`src/ast_pkg.sv`:
```
package ast_pkg;
  localparam logic [3:0] AST_OVS_LAST = 4'hF;
  localparam logic [3:0] AST_MID_LAST = 4'h7;
  localparam logic [2:0] AST_LAST_BIT_8 = 3'h7;
  localparam logic [2:0] AST_LAST_BIT_7 = 3'h6;
  localparam logic [2:0] AST_RC_SEL_MAX = 3'h4;
  localparam logic [2:0] AST_BAUD_MAX = 3'h7;
  localparam logic AST_LINE_IDLE = 1'b1;
  localparam logic AST_LINE_START = 1'b0;
  localparam logic AST_PAR_EVEN = 1'b1;
  localparam logic AST_WL_8BIT = 1'b1;
  localparam int unsigned AST_DIV_W = 11;

  typedef enum logic [2:0] {
    AST_ST_IDLE = 3'h0,
    AST_ST_START = 3'h1,
    AST_ST_DATA = 3'h2,
    AST_ST_PARITY = 3'h3,
    AST_ST_STOP = 3'h4
  } ast_state_type;

  typedef struct packed {
    logic clock_source_select;
    logic [2:0] rc_prescaler_select;
    logic parity_odd_even;
    logic parity_enable;
    logic word_length_select;
    logic loopback_echo_enable;
    logic receive_enable;
    logic transmit_enable;
    logic rx_invert;
    logic tx_invert;
    logic [2:0] baud_select;
  } ast_cfg_type;

  typedef struct packed {
    logic tx_holding_full;
    logic tx_active;
    logic rx_holding_full;
    logic rx_active;
    logic start_error_flag;
    logic parity_error_flag;
    logic framing_error_flag;
    logic overrun_error_flag;
  } ast_status_type;

  typedef struct packed {
    logic [7:0] data;
    logic parity_err;
    logic frame_err;
  } ast_rx_word_type;

  typedef struct packed {
    logic [2:0] rx_sync;
    logic rx_level;
    logic rx_prev;
    logic [2:0] xt_sync;
    logic xt_level;
    logic [2:0] rc_sync;
    logic rc_level;
    ast_state_type rx_st;
    logic [3:0] rx_ph;
    logic [2:0] rx_bit;
    logic [7:0] rx_shift;
    logic rx_par;
    logic rx_par_bad;
    logic start_err;
    logic over_err;
    logic rx_full;
    logic [7:0] rx_data;
    logic par_err;
    logic frm_err;
    ast_state_type tx_st;
    logic [3:0] tx_ph;
    logic [2:0] tx_bit;
    logic [7:0] tx_shift;
    logic tx_par;
    logic tx_full;
    logic [7:0] tx_hold;
    logic tx_line;
    logic tx_pad;
    logic tx_irq;
    logic rx_irq;
  } ast_core_state_type;
endpackage : ast_pkg

```
`src/ast_baud_gen.sv`:
```
`timescale 1ns/1ns
`default_nettype none
module ast_baud_gen
  import ast_pkg::*;
(
  input wire logic clk,
  input wire logic rst_n,
  input wire logic src_tick,
  input wire logic [3:0] div_shift,
  output logic tick16
);
  typedef struct packed {
    logic [AST_DIV_W-1:0] cnt;
    logic tick;
  } ast_baud_state_type;

  ast_baud_state_type s_q;
  ast_baud_state_type s_d;
  logic [AST_DIV_W:0] span;
  logic [AST_DIV_W-1:0] mask;

  // A free counter avoids a reload compare; a rate change lands within one period.
  always_comb begin
    s_d = s_q;
    span = (AST_DIV_W+1)'(1) << div_shift;
    mask = span[AST_DIV_W-1:0] - AST_DIV_W'(1);
    s_d.tick = 1'b0;
    if (src_tick) begin
      s_d.cnt = s_q.cnt + AST_DIV_W'(1);
      s_d.tick = ((s_q.cnt & mask) == mask);
    end
  end

  always_ff @(posedge clk or negedge rst_n) begin
    if (!rst_n) begin
      s_q <= '0;
    end else begin
      s_q <= s_d;
    end
  end

  assign tick16 = s_q.tick;
endmodule : ast_baud_gen
`default_nettype wire

```
`src/ast_core.sv`:
```
`timescale 1ns/1ns
`default_nettype none
module ast_core
  import ast_pkg::*;
(
  input wire logic clk,
  input wire logic rst_n,
  input wire ast_cfg_type cfg,
  input wire logic xtal_clk_in,
  input wire logic rc_clk_in,
  input wire logic tx_wr,
  input wire logic [7:0] tx_data,
  input wire logic rx_rd,
  input wire logic rx_status_wr,
  output ast_status_type status,
  output logic [7:0] rx_data,
  output logic tx_empty_irq,
  output logic rx_full_irq,
  input wire logic rx_pad,
  output logic tx_pad,
  output logic tx_pad_oe
);
  ast_core_state_type s_q;
  ast_core_state_type s_d;
  ast_rx_word_type rx_word;
  ast_rx_word_type buf_word;
  logic tick16;
  logic src_tick;
  logic push;
  logic push_ready;
  logic buf_valid;
  logic buf_take;
  logic [3:0] div_shift;
  logic [2:0] rc_sel_eff;
  logic [2:0] baud_shift;
  logic [2:0] last_bit;
  logic rx_line;
  logic par_flip;

  // Reserved prescaler codes fall back to the slowest legal division.
  assign rc_sel_eff = (cfg.rc_prescaler_select > AST_RC_SEL_MAX) ?
    AST_RC_SEL_MAX : cfg.rc_prescaler_select;
  assign baud_shift = AST_BAUD_MAX - cfg.baud_select;
  // The crystal path never sees the RC prescaler.
  assign div_shift = cfg.clock_source_select ? {1'b0, baud_shift} :
    ({1'b0, rc_sel_eff} + {1'b0, baud_shift});
  assign last_bit = (cfg.word_length_select == AST_WL_8BIT) ?
    AST_LAST_BIT_8 : AST_LAST_BIT_7;
  assign par_flip = (cfg.parity_odd_even != AST_PAR_EVEN);
  assign rx_line = s_q.rx_level ^ cfg.rx_invert;

  ast_baud_gen u_baud (
    .clk(clk),
    .rst_n(rst_n),
    .src_tick(src_tick),
    .div_shift(div_shift),
    .tick16(tick16)
  );

  // Up to two completed characters wait here; a word that arrives while both entries are full is lost.
  ast_pair_buf #(
    .WIDTH($bits(ast_rx_word_type))
  ) u_rx_buf (
    .clk(clk),
    .rst_n(rst_n),
    .in_valid(push),
    .in_ready(push_ready),
    .in_data(rx_word),
    .out_valid(buf_valid),
    .out_ready(!s_q.rx_full),
    .out_data(buf_word)
  );

  assign buf_take = buf_valid && !s_q.rx_full;

  always_comb begin
    s_d = s_q;
    push = 1'b0;
    rx_word = '0;
    src_tick = 1'b0;
    s_d.tx_irq = 1'b0;
    s_d.rx_irq = 1'b0;

    // Pads and oscillator inputs: a change counts once two stages agree.
    s_d.rx_sync = {s_q.rx_sync[1:0], rx_pad};
    s_d.xt_sync = {s_q.xt_sync[1:0], xtal_clk_in};
    s_d.rc_sync = {s_q.rc_sync[1:0], rc_clk_in};
    if (s_q.rx_sync[1] == s_q.rx_sync[2]) begin
      s_d.rx_level = s_q.rx_sync[2];
    end
    if (s_q.xt_sync[1] == s_q.xt_sync[2]) begin
      s_d.xt_level = s_q.xt_sync[2];
    end
    if (s_q.rc_sync[1] == s_q.rc_sync[2]) begin
      s_d.rc_level = s_q.rc_sync[2];
    end
    if (cfg.clock_source_select) begin
      src_tick = s_d.xt_level && !s_q.xt_level;
    end else begin
      src_tick = s_d.rc_level && !s_q.rc_level;
    end
    s_d.rx_prev = s_q.rx_level;

    // Receiver, sampling at sixteen ticks per bit from mid start bit.
    case (s_q.rx_st)
      AST_ST_IDLE: begin
        if ((s_q.rx_prev ^ cfg.rx_invert) && !rx_line) begin
          s_d.rx_st = AST_ST_START;
          s_d.rx_ph = '0;
        end
      end
      AST_ST_START: begin
        if (tick16) begin
          s_d.rx_ph = s_q.rx_ph + 4'h1;
          if (s_q.rx_ph == AST_MID_LAST) begin
            s_d.rx_ph = '0;
            s_d.rx_bit = '0;
            s_d.rx_par = 1'b0;
            s_d.rx_shift = '0;
            if (rx_line != AST_LINE_START) begin
              s_d.rx_st = AST_ST_IDLE;
            end else begin
              s_d.rx_st = AST_ST_DATA;
            end
          end
        end
      end
      AST_ST_DATA: begin
        if (tick16) begin
          s_d.rx_ph = s_q.rx_ph + 4'h1;
          if (s_q.rx_ph == AST_OVS_LAST) begin
            s_d.rx_shift = {rx_line, s_q.rx_shift[7:1]};
            s_d.rx_par = s_q.rx_par ^ rx_line;
            s_d.rx_bit = s_q.rx_bit + 3'h1;
            if (s_q.rx_bit == last_bit) begin
              s_d.rx_st = cfg.parity_enable ? AST_ST_PARITY : AST_ST_STOP;
              s_d.rx_par_bad = 1'b0;
            end
          end
        end
      end
      AST_ST_PARITY: begin
        if (tick16) begin
          s_d.rx_ph = s_q.rx_ph + 4'h1;
          if (s_q.rx_ph == AST_OVS_LAST) begin
            s_d.rx_par_bad = (rx_line != (s_q.rx_par ^ par_flip));
            s_d.rx_st = AST_ST_STOP;
          end
        end
      end
      AST_ST_STOP: begin
        if (tick16) begin
          s_d.rx_ph = s_q.rx_ph + 4'h1;
          if (s_q.rx_ph == AST_OVS_LAST) begin
            push = 1'b1;
            rx_word.data = (last_bit == AST_LAST_BIT_8) ? s_q.rx_shift :
              {1'b0, s_q.rx_shift[7:1]};
            rx_word.parity_err = s_q.rx_par_bad;
            rx_word.frame_err = (rx_line != AST_LINE_IDLE);
            s_d.rx_st = AST_ST_IDLE;
          end
        end
      end
      default: begin
        s_d.rx_st = AST_ST_IDLE;
      end
    endcase
    if (!cfg.receive_enable) begin
      s_d.rx_st = AST_ST_IDLE;
      push = 1'b0;
    end

    // Holding register: load from the buffer, clear on a read.
    if (rx_rd) begin
      s_d.rx_full = 1'b0;
    end
    if (buf_take) begin
      s_d.rx_full = 1'b1;
      s_d.rx_irq = 1'b1;
      s_d.rx_data = buf_word.data;
      s_d.par_err = buf_word.parity_err;
      s_d.frm_err = buf_word.frame_err;
      s_d.start_err = 1'b0;
    end
    if (s_q.rx_st == AST_ST_START && tick16 && s_q.rx_ph == AST_MID_LAST &&
        rx_line != AST_LINE_START) begin
      s_d.start_err = 1'b1;
    end
    // A status write clears overrun, but a new overrun in that cycle wins.
    if (rx_status_wr) begin
      s_d.over_err = 1'b0;
    end
    if (push && s_q.rx_full) begin
      s_d.over_err = 1'b1;
    end

    // Transmitter.
    case (s_q.tx_st)
      AST_ST_IDLE: begin
        s_d.tx_line = AST_LINE_IDLE;
        if (cfg.transmit_enable && s_q.tx_full) begin
          s_d.tx_shift = s_q.tx_hold;
          if (last_bit != AST_LAST_BIT_8) begin
            s_d.tx_shift[7] = 1'b0;
          end
          s_d.tx_par = (^s_d.tx_shift) ^ par_flip;
          s_d.tx_full = 1'b0;
          s_d.tx_irq = 1'b1;
          s_d.tx_ph = '0;
          s_d.tx_line = AST_LINE_START;
          s_d.tx_st = AST_ST_START;
        end
      end
      AST_ST_START: begin
        if (tick16) begin
          s_d.tx_ph = s_q.tx_ph + 4'h1;
          if (s_q.tx_ph == AST_OVS_LAST) begin
            s_d.tx_line = s_q.tx_shift[0];
            s_d.tx_bit = '0;
            s_d.tx_st = AST_ST_DATA;
          end
        end
      end
      AST_ST_DATA: begin
        if (tick16) begin
          s_d.tx_ph = s_q.tx_ph + 4'h1;
          if (s_q.tx_ph == AST_OVS_LAST) begin
            s_d.tx_bit = s_q.tx_bit + 3'h1;
            s_d.tx_shift = {1'b0, s_q.tx_shift[7:1]};
            s_d.tx_line = s_q.tx_shift[1];
            if (s_q.tx_bit == last_bit) begin
              s_d.tx_line = cfg.parity_enable ? s_q.tx_par : AST_LINE_IDLE;
              s_d.tx_st = cfg.parity_enable ? AST_ST_PARITY : AST_ST_STOP;
            end
          end
        end
      end
      AST_ST_PARITY: begin
        if (tick16) begin
          s_d.tx_ph = s_q.tx_ph + 4'h1;
          if (s_q.tx_ph == AST_OVS_LAST) begin
            s_d.tx_line = AST_LINE_IDLE;
            s_d.tx_st = AST_ST_STOP;
          end
        end
      end
      AST_ST_STOP: begin
        if (tick16) begin
          s_d.tx_ph = s_q.tx_ph + 4'h1;
          if (s_q.tx_ph == AST_OVS_LAST) begin
            s_d.tx_st = AST_ST_IDLE;
          end
        end
      end
      default: begin
        s_d.tx_st = AST_ST_IDLE;
      end
    endcase
    if (!cfg.transmit_enable) begin
      s_d.tx_st = AST_ST_IDLE;
      s_d.tx_line = AST_LINE_IDLE;
    end
    // A write in the loading cycle keeps the flag set and suppresses the edge.
    if (tx_wr) begin
      s_d.tx_full = 1'b1;
      s_d.tx_hold = tx_data;
      s_d.tx_irq = 1'b0;
    end

    // Echo drives the pad from the synchronised, filtered receive level, bypassing the shifter.
    if (cfg.loopback_echo_enable) begin
      s_d.tx_pad = s_d.rx_level ^ cfg.rx_invert ^ cfg.tx_invert;
    end else begin
      s_d.tx_pad = s_d.tx_line ^ cfg.tx_invert;
    end
  end

  always_ff @(posedge clk or negedge rst_n) begin
    if (!rst_n) begin
      s_q <= '0;
      s_q.rx_sync <= {3{AST_LINE_IDLE}};
      s_q.rx_level <= AST_LINE_IDLE;
      s_q.rx_prev <= AST_LINE_IDLE;
      s_q.tx_line <= AST_LINE_IDLE;
      s_q.tx_pad <= AST_LINE_IDLE;
    end else begin
      s_q <= s_d;
    end
  end

  assign status.tx_holding_full = s_q.tx_full;
  assign status.tx_active = (s_q.tx_st != AST_ST_IDLE);
  assign status.rx_holding_full = s_q.rx_full;
  assign status.rx_active = (s_q.rx_st != AST_ST_IDLE);
  assign status.start_error_flag = s_q.start_err;
  assign status.parity_error_flag = s_q.par_err;
  assign status.framing_error_flag = s_q.frm_err;
  assign status.overrun_error_flag = s_q.over_err;
  assign rx_data = s_q.rx_data;
  assign tx_empty_irq = s_q.tx_irq;
  assign rx_full_irq = s_q.rx_irq;
  assign tx_pad = s_q.tx_pad;
  assign tx_pad_oe = cfg.transmit_enable || cfg.loopback_echo_enable;

  a_tx_full_set: assert property (@(posedge clk) disable iff (!rst_n)
    tx_wr |=> status.tx_holding_full)
    else $error("holding full flag missed a write");
  a_tx_irq_fall: assert property (@(posedge clk) disable iff (!rst_n)
    tx_empty_irq == $fell(status.tx_holding_full))
    else $error("transmit interrupt not tied to full falling");
  a_rx_irq_rise: assert property (@(posedge clk) disable iff (!rst_n)
    rx_full_irq == $rose(status.rx_holding_full))
    else $error("receive interrupt not tied to full rising");
  a_rx_read_clear: assert property (@(posedge clk) disable iff (!rst_n)
    rx_rd && status.rx_holding_full |=> !status.rx_holding_full)
    else $error("read did not empty receive holding");
  a_enable_gates: assert property (@(posedge clk) disable iff (!rst_n)
    !cfg.transmit_enable && !cfg.receive_enable |=> !status.tx_active && !status.rx_active)
    else $error("disabled path still busy");
  a_overrun_set: assert property (@(posedge clk) disable iff (!rst_n)
    push && status.rx_holding_full |=> status.overrun_error_flag)
    else $error("overrun not flagged");
  a_overrun_clear: assert property (@(posedge clk) disable iff (!rst_n)
    rx_status_wr && !(push && status.rx_holding_full) |=> !status.overrun_error_flag)
    else $error("overrun flag survived a status write");
  a_echo_pad: assert property (@(posedge clk) disable iff (!rst_n)
    $past(cfg.loopback_echo_enable) |->
      tx_pad == (s_q.rx_level ^ $past(cfg.rx_invert) ^ $past(cfg.tx_invert)))
    else $error("echo pad value wrong");
  a_tx_frame_edges: assert property (@(posedge clk) disable iff (!rst_n)
    (s_q.tx_st == AST_ST_START) |-> (s_q.tx_line == AST_LINE_START) [*1] ##0
      $past(s_q.tx_st) != AST_ST_STOP)
    else $error("start bit not low");
  a_tx_load_active: assert property (@(posedge clk) disable iff (!rst_n)
    $fell(status.tx_holding_full) && !$past(tx_wr) |-> status.tx_active)
    else $error("load without transmitter busy");
endmodule : ast_core
`default_nettype wire

```
`src/ast_pair_buf.sv`:
```
`timescale 1ns/1ns
`default_nettype none
module ast_pair_buf
  import ast_pkg::*;
#(
  parameter int unsigned WIDTH = 10
) (
  input wire logic clk,
  input wire logic rst_n,
  input wire logic in_valid,
  output logic in_ready,
  input wire logic [WIDTH-1:0] in_data,
  output logic out_valid,
  input wire logic out_ready,
  output logic [WIDTH-1:0] out_data
);
  typedef struct packed {
    logic [1:0][WIDTH-1:0] mem;
    logic wp;
    logic rp;
    logic [1:0] cnt;
  } ast_buf_state_type;

  ast_buf_state_type s_q;
  ast_buf_state_type s_d;
  logic put;
  logic get;

  assign in_ready = (s_q.cnt != 2'h2);
  assign out_valid = (s_q.cnt != 2'h0);
  assign out_data = s_q.mem[s_q.rp];
  assign put = in_valid && in_ready;
  assign get = out_valid && out_ready;

  always_comb begin
    s_d = s_q;
    if (put) begin
      s_d.mem[s_q.wp] = in_data;
      s_d.wp = ~s_q.wp;
    end
    if (get) begin
      s_d.rp = ~s_q.rp;
    end
    s_d.cnt = s_q.cnt + {1'b0, put} - {1'b0, get};
  end

  always_ff @(posedge clk or negedge rst_n) begin
    if (!rst_n) begin
      s_q <= '0;
    end else begin
      s_q <= s_d;
    end
  end
endmodule : ast_pair_buf
`default_nettype wire

```
`config.mk`:
```
export PLATFORM = sky130hd
export DESIGN_NAME = ast_core
export DESIGN_NICKNAME = d
export VERILOG_FILES = /design/src/ast_pkg.sv /design/src/ast_baud_gen.sv /design/src/ast_core.sv /design/src/ast_pair_buf.sv
export SDC_FILE = /design/constraint.sdc
export NUM_CORES = 1
export LEC_CHECK = 0
export BUFFER_PORTS_ARGS = -buffer_cell sky130_fd_sc_hd__buf_2
export CAP_MARGIN = 5
export CELL_PAD_IN_SITES_DETAIL_PLACEMENT = 1
export CELL_PAD_IN_SITES_GLOBAL_PLACEMENT = 1
export CORE_AREA = 4 4 92 180
export DETAILED_ROUTE_END_ITERATION = 16
export DIE_AREA = 0 0 96 184
export PLACE_DENSITY = 0.68
export SLEW_MARGIN = 20
export SYNTH_ARGS = -nofsm -noshare
export SYNTH_HDL_FRONTEND = slang
export SYNTH_SLANG_ARGS = --single-unit
```
`constraint.sdc`:
```
create_clock -name clk -period 3.4 [get_ports clk]
set_input_delay 0.34 -clock clk [delete_from_list [all_inputs] [get_ports clk]]
set_output_delay 0.34 -clock clk [all_outputs]
set_load 0.02 [all_outputs]
```
==> results of run 1 <==
==> registers in the layout, summed over array words and instances (netlist names) <==
| name | count |
|---|---|
| tx_pad | 1 |
| tx_empty_irq | 1 |
| s_q | 54 |
| u_baud.s_q | 11 |
| s_d | 7 |
| u_rx_buf.s_q | 24 |
| status | 6 |
| u_baud.tick16 | 1 |
| rx_data | 8 |
| rx_full_irq | 1 |
==> cells by family (layout without fill, tap and decap cells) <==
group / after synthesis / after routing / share of synthesized area (%)
AO/OA/AOI/OAI: 138 / 138 / 13.9
multiplexers: 33 / 33 / 6.38
buffers and inverters: 59 / 104 / 4.88
AND/OR/NAND/NOR: 208 / 208 / 17.5
XOR/XNOR: 30 / 30 / 4.64
adder cells (fa/ha/maj): 17 / 17 / 3.57
flip-flops: 114 / 114 / 49.1
==> metrics by stage <==
step | setup TNS, ns | total power, uW | worst slack (ns) | hold slack, ns
floorplan | 0 | 2030 | 0.423 | 0.0444
global placement | 0 | 2190 | 0.199 | 0.333
detailed placement | -0.136 | 2230 | -0.136 | 0.340
CTS | 0 | 3950 | 0.286 | 0.0244
global route | 0 | 4080 | 0.115 | 0.0264
finish | 0 | 3890 | 0.261 | 0.0386
==> critical path, cell delays in order <==
cell and delay, ns:
buf_2 0.12, nor2b_1 0.12, ha_1 0.18, inv_1 0.06
fa_1 0.53, nor2b_1 0.24, a32oi_1 0.17, nor2_1 0.19
nand2_1 0.08, ha_1 0.29, inv_1 0.12, nor3_1 0.08
a2bb2oi_1 0.17, or4b_4 0.49, nor4_2 0.26
==> cell usage after synthesis, drive strengths merged (4+ instances only) <==
cell type / number / area share (%)
a211oi: 5 / 0.64
a21o: 6 / 0.77
a21oi: 26 / 2.3
and2: 5 / 0.54
and3: 15 / 1.6
buf: 18 / 2.2
clkbuf: 21 / 1.4
dfrtp: 107 / 46
dfstp: 7 / 3.2
ha: 11 / 2.4
inv: 20 / 1.3
maj3: 5 / 0.86
mux2: 20 / 3.9
mux2i: 13 / 2.4
nand2: 92 / 5.9
nand2b: 8 / 0.86
nand3: 17 / 1.5
nand3b: 5 / 0.64
nand4: 4 / 0.43
nor2: 25 / 1.6
nor2b: 6 / 0.64
nor3: 10 / 0.86
o21ai: 74 / 6.4
o31ai: 4 / 0.60
or2: 4 / 0.43
or3: 4 / 0.43
xnor2: 22 / 3.3
xor2: 8 / 1.3
==> worst paths after layout <==
path | depth (start not counted) | end | start | slack, ns
min | 1 | s_d[71]$_DFF_PN0_ | xtal_clk_in | 0.04
max in group asynchronous | 3 | s_d[73]$_DFF_PN1_ | rst_n | 2.14
min reg2reg | 0 | s_d[72]$_DFF_PN0_ | s_d[71]$_DFF_PN0_ | 0.35
max | 15 | u_baud.tick16$_DFF_PN0_ | cfg[13] | 0.26
max reg2reg | 7 | u_rx_buf.s_q[9]$_DFFE_PN0P_ | s_q[58]$_DFFE_PN0P_ | 0.87
min in group asynchronous | 2 | u_rx_buf.s_q[1]$_DFF_PN0_ | rst_n | 0.45
==> where the power goes <==
group	total, uW	internal (uW)	switching [uW]
Clock	1690	1110	582
Sequential	1600	1480	128
Combinational	595	255	341
Total	3890	2840	1050
==> per-layer routing <==
layer,track usage (%),up-vias,part of all wire (%)
li1,-,2144,-
met5,0,-,0
met4,7.47,0,2.5
met3,3.28,25,2.7
met2,31.0,67,57
met1,16.9,2218,37
==> final cells by class <==
cell class                      instances  area (sq um)  share of cell area, %
Sequential cell                       114          2860                   42.5
Multi-Input combinational cell        426          2690                   39.9
Clock buffer                           25           515                   7.66
Timing Repair Buffer                   54           298                   4.42
Tap cell                              198           248                   3.68
Inverter                               20          75.1                   1.12
Clock inverter                          5          50.0                  0.743
==> summary.md, run 1 <==
| Metric | Value |
|---|---|
| Status | completed |
| Die X | 96 um |
| Clock Latency Late Sink | 0.40 ns |
| Share of synthesized registers carrying an async set or reset | 100% |
| Placed Instances | 811 |
| Layout Utilization | 44.0% |
| Die area | 17700 sq um |
| Yosys reg bits | 114 |
| Die Ht | 184 um |
| Post-layout min period | 3.14 ns |
| Row count | 64 |
| CP startpoint kind | input pin |
| Commonest non-fill, non-tap cell in the layout | dfrtp_1 |
| Worst slew pin tran | 0.878 ns |
| Root Buffer | clkbuf_16 |
| Number of buffers created by CTS | 17 |
| Final setup violation count | 0 |
| Post-Syn Instances | 599 |
| Distinct cells, synth | 67 |
| Layout area overhead | 15.6% |
| Crit path DAT | 3.44 ns |
| Clock Sink Count | 114 |
| First-pass GRT wire length | 22.9 mm |
| Vias | 4454 |
| Primary FF master, synth | dfrtp_1 |
| Min-Delay Path Class | input pin to flop |
| Pin count of the biggest net entering global routing | 79 |
| Worst rel slew slack | 41.1% |
| Num ports | 51 |
| Top achievable clock speed | 319 MHz |
| Vias in the first global route | 4832 |
| Cts repair resizes | 0 |
| Power Dens Cells | 578 nW/um^2 |
| Crit Path Max Fanout | 6 |
| Max-cap viol count | 0 |
| Htree depth | 4 |
| Clock Tree Buf Depth | 2 |
| Initial DRC count | 138 |
| Layout fillers | 1749 |
| Post-synth EDFFs | 0 |
| Kind of critical path | input pin to flop |
| Grt ovf | 0 |
| Number of vias per cell | 5.29 |
| Cell Count, Final, Fillers Out | 842 |
| Period utilisation layout | 92.3% |
| Hold Buf Count CTS | 1 |
| Placer Congestion | 0.775 |
| Initial antenna violation count | 0 |
| Most frequent cells in the layout | 107 x dfrtp_1, 92 x nand2_1, 68 x o21ai_0, 49 x buf_2 |
| Avg WL per Cell | 16.3 um |
| Routed WL | 13.8 mm |
| Worst Skew | 0.00682 ns |
| Mapped cell area | 5830 sq um |
| Antenna Nets Post-Route | 0 |
| IO Port Bufs | 50 |
| Req. time, crit path | 3.70 ns |
| Syn avg cell area | 9.73 sq um |
| Nets | 676 |
| Worst Setup End Kind | flop |
| Post-CTS setup buffers | 0 |
| Core box area | 15300 sq um |
| Sequential area share after synthesis | 49.1% |
| CTS tree | done |
| Pre-antenna DRT Iters | 7 |
| Synth Net Count | 642 |
| RSZ-0062 raised after global routing | no |
| HPWL Detailed | 9.98 mm |
| Finished Cell Area | 6730 sq um |
| Yosys warns | 0 |
| Number of remaining DRC errors | 0 |
| CTS clk-pin slew, worst paths | 0.05 ns |
| Starting Density | 38.1% |
| Peak supply drop | 356 uV |
| Gr usage total | 16.5% |
| Hold Vio Cnt, Final | 0 |
| Slew Limit Fails | 0 |
| Share of cells above drive strength 1 | 18.5% |
| Leak Pwr | 0.00297 uW |
| N_diodes | 0 |
| Placed instance area | 6150 sq um |
(Power assumes the default switching activity.)
==> run 2, diff against run 1 <==
--- a/config.mk
+++ b/config.mk
@@ -9,9 +9,9 @@
 export CAP_MARGIN = 5
 export CELL_PAD_IN_SITES_DETAIL_PLACEMENT = 1
 export CELL_PAD_IN_SITES_GLOBAL_PLACEMENT = 1
-export CORE_AREA = 4 4 92 180
+export CORE_AREA = 2 2 90 178
 export DETAILED_ROUTE_END_ITERATION = 16
-export DIE_AREA = 0 0 96 184
+export DIE_AREA = 0 0 92 180
 export PLACE_DENSITY = 0.68
 export SLEW_MARGIN = 20
 export SYNTH_ARGS = -nofsm -noshare
==> run 2 against run 1 <==
Register-to-register slack about the same. Sequential cell count unchanged. Die area decreased by 6.3%. Global-route usage increased by 1.6 points. Critical path depth unchanged. Via count increased by 1.4%. Critical path type unchanged. Critical endpoint unchanged.
==> summary.md, run 2 (synthesis gave the netlist of run 1 again) <==
| Metric | Value |
|---|---|
| Status | completed |
| HPWL Detailed | 10.1 mm (+1.5%) |
| Period utilisation layout | 90.6% (-1.7 points) |
| Die X | 92 um (-4.2%) |
| Max-cap viol count | 0 (unchanged) |
| Cts repair resizes | 0 (unchanged) |
| Root Buffer | clkbuf_16 |
| Power Dens Cells | 623 nW/um^2 (+7.8%) |
| Req. time, crit path | 3.72 ns (+0.02 ns) |
| Worst Setup End Kind | flop |
| Combinational share of power | 14.1% (-1.2 points) |
| Clock Latency Late Sink | 0.41 ns (about the same) |
| Finished Cell Area | 6830 sq um (+1.5%) |
| Sw Ratio | 25.8% (-1.2 points) |
| Clock Tree Buf Depth | 2 (unchanged) |
| Most frequent cells in the layout | 107 x dfrtp_1, 92 x nand2_1, 68 x o21ai_0, 49 x buf_2 |
| Die area | 16600 sq um (-6.3%) |
| Vias in the first global route | 4914 (+1.7%) |
| Number of remaining DRC errors | 0 (unchanged) |
| Htree depth | 4 (unchanged) |
| Slew Limit Fails | 0 (unchanged) |
| Vias | 4518 (+1.4%) |
| Row count | 64 (unchanged) |
| Placed instance area | 6150 sq um (unchanged) |
| Sequential share of power | 37.7% (-3.6 points) |
| Placer Congestion | 0.811 (+4.7%) |
| Kind of critical path | input pin to flop |
| Hold Vio Cnt, Final | 0 (unchanged) |
| RSZ-0062 raised after global routing | no |
| Worst Skew | 0.00778 ns (+0.000962 ns) |
| Final setup violation count | 0 (unchanged) |
| Crit-path leading delay family | simple AND/OR/NAND/NOR gates |
| First-pass GRT wire length | 23.9 mm (+4.5%) |
| Crit path DAT | 3.40 ns (-0.04 ns) |
| R2r setup slk | 0.87 ns (about the same) |
| Clock share of power | 48.2% (+4.8 points) |
| Grt ovf | 0 (unchanged) |
| Share of cells above drive strength 1 | 18.8% (+0.28 points) |
| CP startpoint kind | input pin |
| CP Cell Sequence | buf_2, nor2b_1, ha_1, inv_1, fa_1, nor2b_1, a32oi_1, nor2_1, nand2_1, ha_1, inv_1, nor3_1, a2bb2oi_1, or4b_4, nor4_2 |
| IO Port Bufs | 50 (unchanged) |
| Number of buffers created by CTS | 17 (unchanged) |
| Sw Pwr | 1100 uW (+4.5%) |
| Worst slew pin tran | 0.916 ns (+0.0382 ns) |
| Post-CTS setup buffers | 0 (unchanged) |
| Routed WL | 14.0 mm (+1.5%) |
| Initial antenna violation count | 0 (unchanged) |
| Num ports | 51 (unchanged) |
| Leak Pwr | 0.00301 uW (+1.4%) |
| CTS tree | done |
| Antenna Nets Post-Route | 0 (unchanged) |
| Largest regs | s_q (54), u_rx_buf.s_q (24), u_baud.s_q (11) |
| Pre-antenna DRT Iters | 4 (-3) |
| Hold Buf Count CTS | 0 (-1) |
| Placed Instances | 811 (unchanged) |
| Crit Path Max Fanout | 6 (unchanged) |
| Core box area | 15200 sq um (-0.52%) |
| Max stage delay cell, worst path | fa_1 |
| Cell Count, Final, Fillers Out | 843 (+0.12%) |
| Top achievable clock speed | 324 MHz (+1.9%) |
| Die Ht | 180 um (-2.2%) |
| Peak supply drop | 388 uV (+8.8%) |
| Buf+Inv Stages, Crit Path | 3 (unchanged) |
| Initial DRC count | 138 (unchanged) |
| Avg WL per Cell | 16.6 um (+1.4%) |
| CTS clk-pin slew, worst paths | 0.05 ns (about the same) |
| Top reg by flops | s_q |
| Starting Density | 38.3% (+0.20 points) |
| Gr usage total | 18.2% (+1.6 points) |
| N_diodes | 0 (unchanged) |
| Clock Sink Count | 114 (unchanged) |
| Worst rel slew slack | 38.5% (-2.6 points) |
| Post-layout min period | 3.08 ns (-0.0577 ns) |
| Layout area overhead | 17.3% |
| CP peak stage delay | 0.53 ns (about the same) |
| Nets | 675 (-0.15%) |
| Internal power | 3160 uW (+11%) |
| Largest register FFs | 54 (unchanged) |
| Commonest non-fill, non-tap cell in the layout | dfrtp_1 |
| Min-Delay Path Class | input pin to asynchronous set/reset pin |
| Number of vias per cell | 5.36 (+1.3%) |
| Pin count of the biggest net entering global routing | 59 (-25%) |
run 2: cell types whose count changed in the layout (fill, tap and decap cells not counted):
cell           before  now
bufinv_16           1    6
dlygate4sd3_1       1    0
clkinvlp_4          0    1
clkbuf_8            6    3
clkinv_2            4    3
run 2: routing by layer:
layer,GRT usage [%],vias up,wire length (um)
met1,18.2,2260,5070
met3,3.77,39,364
met2,34.5,80,8030
met5,0,-,0
li1,-,2139,-
met4,8.90,0,501
run 2: power by group through the flow:
stage	Combinational, uW	Clock [uW]	Sequential (uW)
after floorplan	456	0	1570
after global placement	571	0	1620
after detailed placement	605	0	1630
after CTS	611	2090	1610
after global routing	672	2170	1630
final	599	2050	1610
run 2: path summary, 6_finish.rpt:
kind                       cells past startpoint           startpoint                          end
min reg2reg                                    0    s_d[67]$_DFF_PN0_            s_d[68]$_DFF_PN0_
max reg2reg                                    7  s_q[58]$_DFFE_PN0P_  u_rx_buf.s_q[7]$_DFFE_PN0P_
min                                            1                rst_n        rx_full_irq$_DFF_PN0_
max in group asynchronous                      2                rst_n             s_q[3]$_DFF_PN1_
min in group clk                               1               rx_pad            s_d[76]$_DFF_PN1_
max                                           15              cfg[13]      u_baud.tick16$_DFF_PN0_
run 2: layout make-up:
type                       instances  area [sq um]
sequential                       114          2860
fill                            1768          8380
clock buffer                      22           474
timing repair buffer              53           288
clock inverter                    10           203
inverter                          20          75.1
multi-input combinational        426          2690
tap                              198           248
run 2: metrics by stage:
| stage | hold slack (ns) | setup WS (ns) | power (uW) | utilization (%) | setup TNS (ns) |
|---|---|---|---|---|---|
| after floorplan | 0.0444 | 0.423 | 2030 | - | 0 |
| after global placement | 0.335 | 0.211 | 2190 | 40.4 | 0 |
| after detailed placement | 0.336 | -0.0706 | 2240 | 40.4 | -0.0706 |
| after CTS | 0.00959 | 0.355 | 4310 | 44.9 | 0 |
| after global routing | 0.00913 | 0.107 | 4470 | 44.9 | 0 |
| final | 0.00209 | 0.318 | 4260 | 44.9 | 0 |
